$ cat src/inc/iwd_cfg.svh
// offsets, field positions, reset values and timing counts of the independent watchdog
`ifndef IWD_CFG_SVH
`define IWD_CFG_SVH

`define IWD_OFF_KEY        4'h0
`define IWD_OFF_PRESC      4'h4
`define IWD_OFF_RESTART    4'h8
`define IWD_OFF_STATUS     4'hc
`define IWD_OFF_INT_STAT   4'h0
`define IWD_OFF_INT_MASK   4'h4

`define IWD_KEY_START      16'hcccc
`define IWD_KEY_REFRESH    16'haaaa
`define IWD_KEY_UNLOCK     16'h5555

`define IWD_PRESC_RESET    3'h0
`define IWD_RESTART_RESET  12'hfff
`define IWD_STAT_PVU_BIT   0
`define IWD_STAT_RESTART_UPDATE_PENDING_BIT  1

`define IWD_SYNC_CYCLES    4'h6
`define IWD_RESET_PULSE    8'h10

`endif

$ cat src/inc/iwd_pkg.sv
// types shared by the independent watchdog register block
package iwd_pkg;

    // bus request bundle
    typedef struct packed {
        logic [4:0]  addr;
        logic [31:0] wdata;
        logic        wr;
        logic        rd;
    } iwd_bus_s;

    // counter engine states, one-hot
    typedef enum logic [2:0] {
        IWD_IDLE  = 3'b001,
        IWD_RUN   = 3'b010,
        IWD_FIRE  = 3'b100
    } iwd_state_e;

    // complete state of the block
    typedef struct packed {
        iwd_state_e  state;
        logic        unlocked;
        logic [2:0]  presc_req;
        logic [2:0]  presc_dom;
        logic [11:0] restart_req;
        logic [11:0] restart_dom;
        logic [3:0]  pvu_cnt;
        logic [3:0]  restart_update_pending_cnt;
        logic [11:0] count;
        logic [7:0]  div_cnt;
        logic [1:0]  osc_sync;
        logic        osc_prev;
        logic [7:0]  rst_cnt;
        logic        sys_reset;
        logic [1:0]  int_stat;
        logic [1:0]  int_mask;
        logic        irq;
        logic        running;
        logic [31:0] rdata;
    } iwd_state_s;

endpackage

$ cat src/hdl/iwd_top.sv
// independent watchdog: key, prescaler, restart value, status and 12-bit down counter
// Register map, byte offsets on addr_in[3:0] with addr_in[4] choosing the page
//   page 0, 0x00  command key, write only, reads as zero
//   page 0, 0x04  prescaler select, bits 2:0, write protected
//   page 0, 0x08  counter restart value, bits 11:0, write protected
//   page 0, 0x0c  update status, bit 0 prescaler pending, bit 1 restart pending
//   page 1, 0x00  interrupt status, bit 0 refresh, bit 1 expiry, cleared by read
//   page 1, 0x04  interrupt mask, same layout
//
// Command keys on bits 15:0 of the key register
//   unlock   opens the prescaler and restart registers
//   start    starts the down counter, relocks
//   refresh  reloads the counter from the restart copy, relocks
//   other    relocks, nothing else
//
// Update carry-across
//   an accepted prescaler or restart write is held in a request copy and
//   the pending flag stays up for SYNC_CYCLES clocks; when it drops, the
//   value moves into the copy that the counter and the read path use.
//   while a flag is up the register shows its old value and refuses writes.
//
// Counter engine
//   idle until the start key or the hardware start option; then one
//   decrement per divided oscillator tick; a tick at zero raises the
//   system reset for RESET_PULSE plus one clocks and restarts from all ones.
//   debug_halt_in holds the divider so the count freezes in debug.
//
// Interrupts
//   refresh and expiry each set a sticky status bit; reading the status
//   clears it, but an event in the same cycle wins; irq_out is high while
//   any unmasked status bit is set.
//
// Hazards
//   the oscillator is sampled as a level through two flops, so it must run
//   well below half the system clock or edges are lost.
//   the start key only relocks while the hardware start option is set.
//   reads and writes never stall; read data stand for one cycle only.
//   a refresh while the counter is idle or firing only relocks, unless the engine enters run in that same cycle.
//   after an expiry the counter runs again from all ones; the system reset
//   it raises is expected to clear the block from outside.
//   protected or refused writes are dropped silently, with no error flag.
`timescale 1ns/1ps
`include "iwd_cfg.svh"

module iwd_top
    import iwd_pkg::*;
#(
    parameter logic [3:0] SYNC_CYCLES = `IWD_SYNC_CYCLES,   // cycles to carry an update across
    parameter logic [7:0] RESET_PULSE = `IWD_RESET_PULSE    // length of the system reset pulse
) (
    input  wire logic        sys_clk_in,        // system clock, 250 MHz
    input  wire logic        rstn_in,           // synchronous reset, active low
    input  wire logic        osc_clk_in,        // low-speed oscillator, sampled as a level
    input  wire logic        hw_start_in,       // hardware-started watchdog option
    input  wire logic        debug_halt_in,     // freeze counter while core halted in debug
    input  wire logic [4:0]  addr_in,           // byte address
    input  wire logic [31:0] wdata_in,          // write data
    input  wire logic        wr_in,             // write strobe
    input  wire logic        rd_in,             // read strobe
    output logic      [31:0] rdata_out,         // read data, one cycle after rd_in
    output logic             sys_reset_out,     // system reset request
    output logic             running_out,       // counter engine out of idle, high in run and fire
    output logic      [11:0] count_out,         // present counter value
    output logic             irq_out            // level interrupt
);

    // ------------------------------------------------------------
    // state and bus bundle
    // ------------------------------------------------------------
    // st_ff holds every register of the block; nxt_st is built by the one
    // combinational process and loaded on every clock edge while rstn_in is high
    iwd_state_s st_ff;       // registered state
    iwd_state_s nxt_st;      // next state
    iwd_bus_s   bus;         // incoming request

    assign bus = '{addr: addr_in, wdata: wdata_in, wr: wr_in, rd: rd_in};

    // ------------------------------------------------------------
    // helper functions
    // ------------------------------------------------------------
    // prescaler code to divide ratio minus one
    // codes 0 to 5 give 4 shifted by the code, the rest saturate at 256
    function automatic logic [7:0] div_limit(input logic [2:0] code);
        logic [7:0] r;
        r = 8'hff;                               // /256 for codes 110 and 111
        if (code <= 3'h5) begin
            r = 8'((9'h004 << code) - 9'h001);
        end
        return r;
    endfunction

    // register-page decode
    // page bit is addr_in[4], offset the low four bits
    function automatic logic hit(input iwd_bus_s b, input logic page, input logic [3:0] off);
        return (b.addr[4] == page) && (b.addr[3:0] == off);
    endfunction

    // ------------------------------------------------------------
    // next-state logic
    // ------------------------------------------------------------
    always_comb begin
        logic       tick;        // divided oscillator tick
        logic [1:0] ev;          // events raised this cycle
        logic [7:0] lim;         // current divide limit
        nxt_st = st_ff;
        tick   = 1'b0;
        ev     = 2'b00;
        lim    = div_limit(st_ff.presc_dom);

        // ------------------------------------------------------------
        // oscillator sampling
        // ------------------------------------------------------------
        // oscillator sampled through two flops, edge taken from the second
        nxt_st.osc_sync = {st_ff.osc_sync[0], osc_clk_in};
        nxt_st.osc_prev = st_ff.osc_sync[1];

        // ------------------------------------------------------------
        // update carry-across
        // ------------------------------------------------------------
        // update carry-across counters; flag is high while non-zero
        if (st_ff.pvu_cnt != 4'h0) begin
            nxt_st.pvu_cnt = st_ff.pvu_cnt - 4'h1;
            if (st_ff.pvu_cnt == 4'h1) begin
                nxt_st.presc_dom = st_ff.presc_req;
            end
        end
        if (st_ff.restart_update_pending_cnt != 4'h0) begin
            nxt_st.restart_update_pending_cnt = st_ff.restart_update_pending_cnt - 4'h1;
            if (st_ff.restart_update_pending_cnt == 4'h1) begin
                nxt_st.restart_dom = st_ff.restart_req;
            end
        end

        // hardware start option runs the counter at once
        if (hw_start_in && st_ff.state == IWD_IDLE) begin
            nxt_st.state = IWD_RUN;
            nxt_st.count = `IWD_RESTART_RESET;
        end

        // ------------------------------------------------------------
        // counter engine
        // ------------------------------------------------------------
        // states are one-hot: idle, run, fire
        unique case (st_ff.state)
            IWD_IDLE: begin
                nxt_st.div_cnt = 8'h00;
            end
            IWD_RUN: begin
                if (st_ff.osc_sync[1] && !st_ff.osc_prev && !debug_halt_in) begin
                    if (st_ff.div_cnt >= lim) begin
                        nxt_st.div_cnt = 8'h00;
                        tick = 1'b1;
                    end else begin
                        nxt_st.div_cnt = st_ff.div_cnt + 8'h01;
                    end
                end
                if (tick) begin
                    if (st_ff.count == 12'h000) begin
                        nxt_st.state     = IWD_FIRE;
                        nxt_st.sys_reset = 1'b1;
                        nxt_st.rst_cnt   = RESET_PULSE;
                        ev[1]            = 1'b1;
                    end else begin
                        nxt_st.count = st_ff.count - 12'h001;
                    end
                end
            end
            IWD_FIRE: begin
                // hold reset for a fixed pulse, then restart from all ones
                if (st_ff.rst_cnt == 8'h00) begin
                    nxt_st.sys_reset = 1'b0;
                    nxt_st.state     = IWD_RUN;
                    nxt_st.count     = `IWD_RESTART_RESET;
                end else begin
                    nxt_st.rst_cnt = st_ff.rst_cnt - 8'h01;
                end
            end
        endcase

        // ------------------------------------------------------------
        // register writes
        // ------------------------------------------------------------
        // key writes: any key but unlock closes the protected registers
        if (bus.wr && hit(bus, 1'b0, `IWD_OFF_KEY)) begin
            unique case (bus.wdata[15:0])
                `IWD_KEY_UNLOCK: begin
                    nxt_st.unlocked = 1'b1;
                end
                `IWD_KEY_START: begin
                    nxt_st.unlocked = 1'b0;
                    if (st_ff.state == IWD_IDLE && !hw_start_in) begin
                        nxt_st.state = IWD_RUN;
                        nxt_st.count = `IWD_RESTART_RESET;
                    end
                end
                `IWD_KEY_REFRESH: begin
                    nxt_st.unlocked = 1'b0;
                    if (nxt_st.state == IWD_RUN) begin
                        nxt_st.count   = st_ff.restart_dom;
                        nxt_st.div_cnt = 8'h00;
                        ev[0]          = 1'b1;
                    end
                end
                default: begin
                    nxt_st.unlocked = 1'b0;
                end
            endcase
        end
        // prescaler write needs unlock and no update in flight
        if (bus.wr && hit(bus, 1'b0, `IWD_OFF_PRESC)
            && st_ff.unlocked && st_ff.pvu_cnt == 4'h0) begin
            nxt_st.presc_req = bus.wdata[2:0];
            nxt_st.pvu_cnt   = SYNC_CYCLES;
        end
        // restart write needs unlock and no update in flight
        if (bus.wr && hit(bus, 1'b0, `IWD_OFF_RESTART)
            && st_ff.unlocked && st_ff.restart_update_pending_cnt == 4'h0) begin
            nxt_st.restart_req = bus.wdata[11:0];
            nxt_st.restart_update_pending_cnt    = SYNC_CYCLES;
        end
        // interrupt mask, not protected
        if (bus.wr && hit(bus, 1'b1, `IWD_OFF_INT_MASK)) begin
            nxt_st.int_mask = bus.wdata[1:0];
        end

        // ------------------------------------------------------------
        // register reads
        // ------------------------------------------------------------
        // register reads, answer in the next cycle
        nxt_st.rdata = 32'h0000_0000;
        if (bus.rd) begin
            if (hit(bus, 1'b0, `IWD_OFF_PRESC)) begin
                nxt_st.rdata[2:0] = st_ff.presc_dom;
            end else if (hit(bus, 1'b0, `IWD_OFF_RESTART)) begin
                nxt_st.rdata[11:0] = st_ff.restart_dom;
            end else if (hit(bus, 1'b0, `IWD_OFF_STATUS)) begin
                nxt_st.rdata[`IWD_STAT_PVU_BIT]  = (st_ff.pvu_cnt != 4'h0);
                nxt_st.rdata[`IWD_STAT_RESTART_UPDATE_PENDING_BIT] = (st_ff.restart_update_pending_cnt != 4'h0);
            end else if (hit(bus, 1'b1, `IWD_OFF_INT_STAT)) begin
                nxt_st.rdata[1:0] = st_ff.int_stat;
                nxt_st.int_stat   = 2'b00;              // read clears
            end else if (hit(bus, 1'b1, `IWD_OFF_INT_MASK)) begin
                nxt_st.rdata[1:0] = st_ff.int_mask;
            end
        end

        // ------------------------------------------------------------
        // interrupts and output flags
        // ------------------------------------------------------------
        // new events win over the read clear
        nxt_st.int_stat = nxt_st.int_stat | ev;
        // level interrupt, registered so irq_out comes from a flop
        nxt_st.irq      = |(nxt_st.int_stat & st_ff.int_mask);

        // running flag mirrors the engine state, kept in a flop for the output
        nxt_st.running  = (nxt_st.state != IWD_IDLE);
    end

    // ------------------------------------------------------------
    // state register
    // ------------------------------------------------------------
    // reset loads the default values; every other field clears
    always_ff @(posedge sys_clk_in) begin
        if (!rstn_in) begin
            st_ff             <= '0;
            st_ff.state       <= IWD_IDLE;
            st_ff.presc_req   <= `IWD_PRESC_RESET;
            st_ff.presc_dom   <= `IWD_PRESC_RESET;
            st_ff.restart_req <= `IWD_RESTART_RESET;
            st_ff.restart_dom <= `IWD_RESTART_RESET;
            st_ff.count       <= `IWD_RESTART_RESET;
        end else begin
            st_ff <= nxt_st;
        end
    end

    // ------------------------------------------------------------
    // outputs, all from flip-flops
    // ------------------------------------------------------------
    assign rdata_out     = st_ff.rdata;
    assign sys_reset_out = st_ff.sys_reset;
    assign running_out   = st_ff.running;
    assign count_out     = st_ff.count;
    assign irq_out       = st_ff.irq;

endmodule

$ cat config.mk
export PLATFORM = sky130hd
export DESIGN_NAME = iwd_top
export DESIGN_NICKNAME = d
export VERILOG_FILES = /design/src/inc/iwd_pkg.sv /design/src/hdl/iwd_top.sv
export VERILOG_INCLUDE_DIRS = /design/src /design/src/inc
export SDC_FILE = /design/constraint.sdc
export NUM_CORES = 1
export LEC_CHECK = 0
export ABC_AREA = 1
export BUFFER_PORTS_ARGS = -buffer_cell sky130_fd_sc_hd__buf_2
export CAP_MARGIN = 20
export CORE_MARGIN = 8
export CORE_UTILIZATION = 40
export DETAILED_ROUTE_END_ITERATION = 8
export GPL_ROUTABILITY_DRIVEN = 0
export PLACE_DENSITY = 0.74
export SYNTH_ARGS = -nofsm -noshare
export SYNTH_HDL_FRONTEND = slang
export SYNTH_SLANG_ARGS = --single-unit
$ cat constraint.sdc
create_clock -name sys_clk_in -period 2.04 [get_ports sys_clk_in]
set_clock_uncertainty 0.1 [all_clocks]
set_input_delay 0.204 -clock sys_clk_in [delete_from_list [all_inputs] [get_ports sys_clk_in]]
set_output_delay 0.204 -clock sys_clk_in [all_outputs]
set_load 0.1 [all_outputs]
==> results.py <==
metrics = {
    "logic_synthesis": {
        "netlist_area_sq_um": 4980,
        "yosys_register_bits": 92,
        "synth.distinct_cells": 40,
        "syn_inst": 697,
        "synth-seq-area-share": 0.370,
        "post_synth.cell_area_avg_sq_um": 7.14,
        "yosysTopAreaCell": "dfxtp_1",
        "ys_warn_count": 0,
        "synth_top_area_frac": 0.370,
        "ys_top_cells_by_area": "dfxtp_1 (37%), nand2_1 (11%), buf_4 (6.6%)",
    },
    "timing": {
        "worst_slack_ns": -0.151,
        "drv_slew": 0,
        "setup_viol": 31,
        "tightestPinTransition_ns": 0.841,
        "rsz0062_at_grt": "true",
        "maxSlewHeadroom": 0.437,
        "max_clock_freq_mhz": 456,
        "min_period_ns": 2.19,
        "final-hold-violation-count": 0,
        "finalCritPeriodShare": 1.07,
        "setup_tns_ns": -2.94,
        "hold_slack_ns": 0.00852,
    },
    "clock_network": {
        "insertion_delay_ns": 0.35,
        "path_clk_slew_ns": 0.07,
        "clkSinkCount": 92,
        "cts_tree": "built",
        "htree_levels": 3,
        "clockBufferDepth": 2,
        "clock_tree.root_cell": "clkbuf_16",
        "numCtsBuffers": 9,
    },
    "hold_path": {
        "hold_path_class": "primary input to register",
    },
    "placed_design": {
        "dp_hpwl_microns": 9400,
        "portBuffers": 54,
        "place_inst": 921,
        "placed_cell_area_sq_um": 5470,
    },
    "floorplanning": {
        "row_count": 40,
        "coreArea_sq_um": 12100,
        "start_util": 0.413,
        "dieHeight_microns": 128,
        "die_w_microns": 128,
        "die-area_sq_um": 16300,
        "ios": 91,
    },
    "setup_path": {
        "cp.arrival_ns": 2.29,
        "crit_path_max_fanout": 7,
        "crit_type": "register to register",
        "endpoint_kind": "register",
        "worst_setup_path_start_kind": "register",
        "r2r_slack_ns": -0.15,
        "cp.required_ns": 2.14,
    },
    "drt": {
        "wl_met3_microns": 690,
        "highest_layer": "met4",
        "wl_met2_microns": 6220,
        "drt_first_pass_iters": 5,
        "routedLengthMet1_microns": 5600,
        "drt_iter0_markers": 266,
        "vias": 4683,
        "wirelength_microns": 13000,
        "ant_nets": 0,
        "drt-vias-per-instance": 4.96,
        "wl_per_cell_microns": 13.7,
        "drcViolationCount": 0,
    },
    "final_layout": {
        "syn_to_final_growth_pct": 24.3,
        "drive_gt1_frac": 0.253,
        "final_common_cell": "nand2_1",
        "n_antenna_cell": 0,
        "final_cells": 944,
        "final_cell_mix": "nand2_1 (132), dfxtp_1 (89), inv_1 (86), nand3_1 (56), buf_2 (54)",
        "design_area_sq_um": 6190,
        "final_nets": 831,
    },
    "global_routing": {
        "gr-total-overflow": 0,
        "grt_pass1_wl_microns": 21100,
        "grt_max_degree": 22,
        "antenna_found_initial": 0,
        "grt_pass1_vias": 4553,
        "track_usage": 0.161,
    },
    "power_and_ir_drop": {
        "leakage_nw": 2.99,
        "seqPwrFrac": 0.396,
        "power.switching_mw": 1.81,
        "power_density_nw_per_um2": 869,
        "comb_power_share": 0.257,
        "internal-power_mw": 3.57,
        "p_total_mw": 5.38,
        "peakVddDrop_uv": 510,
        "swShare": 0.337,
        "clock_power_share": 0.347,
    },
    "outcome": {
        "violations": "setup timing",
        "status": "finished, violations left",
    },
    "job": {
        "drv_cap": 0,
    },
}
[power by group through the flow]
| stage | Sequential, mW | Clock [mW] | Combinational, mW |
|---|---|---|---|
| 2_1_floorplan | 2.14 | 0 | 0.971 |
| 3_3_place_gp | 2.15 | 0 | 1.23 |
| 3_5_place_dp | 2.15 | 0 | 1.25 |
| 4_1_cts | 2.12 | 1.89 | 1.35 |
| 5_1_grt | 2.16 | 1.96 | 1.54 |
| 6_report | 2.13 | 1.87 | 1.38 |
[cell usage after synthesis (all sizes together)]
cell     number
a31oi         3
nor4          5
buf          51
a21o          1
nand4        17
a221o         1
a21oi        35
o22ai         4
nor3         20
ha           16
clkinv        2
nor2         61
conb          1
a2111oi       2
inv          91
clkbuf        9
nand2       151
nand3b        2
xnor2         6
a22oi         1
o31ai         3
nand3        65
or2           2
o21ai        29
dfxtp        92
xor2          5
o211ai       18
o21a          1
a211oi        3
[metrics by stage]
| step | util | setup WS [ns] |
|---|---|---|
| 6_report | 0.513 | -0.151 |
| 5_1_grt | 0.513 | -0.253 |
| 4_1_cts | 0.499 | -0.0724 |
| 3_5_place_dp | 0.453 | -0.178 |
| 3_3_place_gp | 0.453 | -0.124 |
| 2_1_floorplan | - | 0.0229 |
[cells by family after synthesis]
kind of cell | after synthesis | share of synthesized area
compound gates | 101 | 0.119
xor+xnor | 11 | 0.0193
fa+ha+maj | 16 | 0.0402
buf+inv | 153 | 0.152
flops | 92 | 0.370
other cells | 1 | 0.000753
simple gates | 323 | 0.299
[flip-flops by register name (all words and copies together) (netlist names)]
| signal | count |
|---|---|
| st_ff | 63 |
| count_out | 12 |
| rdata_out | 12 |
| nxt_st | 2 |
| irq_out | 1 |
| running_out | 1 |
| sys_reset_out | 1 |
[final cells by class]
class                      instances  area (sq um)
multi-input combinational        472          2740
timing repair buffer             103           711
sequential                        92          1850
fill                            1168          5870
clock buffer                       9           225
tap                              168           210
clock inverter                     7           105
inverter                          93           352
[final timing paths]
kind | startpoint | to | cells past startpoint
min reg2reg | nxt_st[49] | nxt_st[47] | 2
min | wdata_in[4] | st_ff[94] | 3
max | st_ff[104] | count_out[0] | 12
max reg2reg | st_ff[104] | count_out[0] | 12
[routing by layer]
layer | vias up | GRT usage
met3 | 32 | 0.0395
met4 | 0 | 0.0804
met2 | 133 | 0.274
li1 | 2376 | -
met5 | - | 0
met1 | 2142 | 0.184
[critical path, cell delays in order, from the launching register on]
cell and delay, ns:
dfxtp_4 0.41, o21ai_2 0.07, ha_1 0.28, nand2_2 0.07, nor2_2 0.14, nand2_2 0.08
nand2_4 0.12, nand3_2 0.08, nand2_2 0.11, nand3_4 0.10, bufbuf_16 0.29, nand4_1 0.10
nand3_1 0.08
[timing repair]
item / CTS / global route
hold buffers: 2 / 0
cloned: 2 / 0
buffers inserted: 2 / 1
hold endpoints to repair: 2 / 0
setup endpoints to repair: 30 / 32
gates resized for setup: 33 / 51
pin swaps: 16 / 17
No activity file was read; power rests on OpenSTA's default activity.
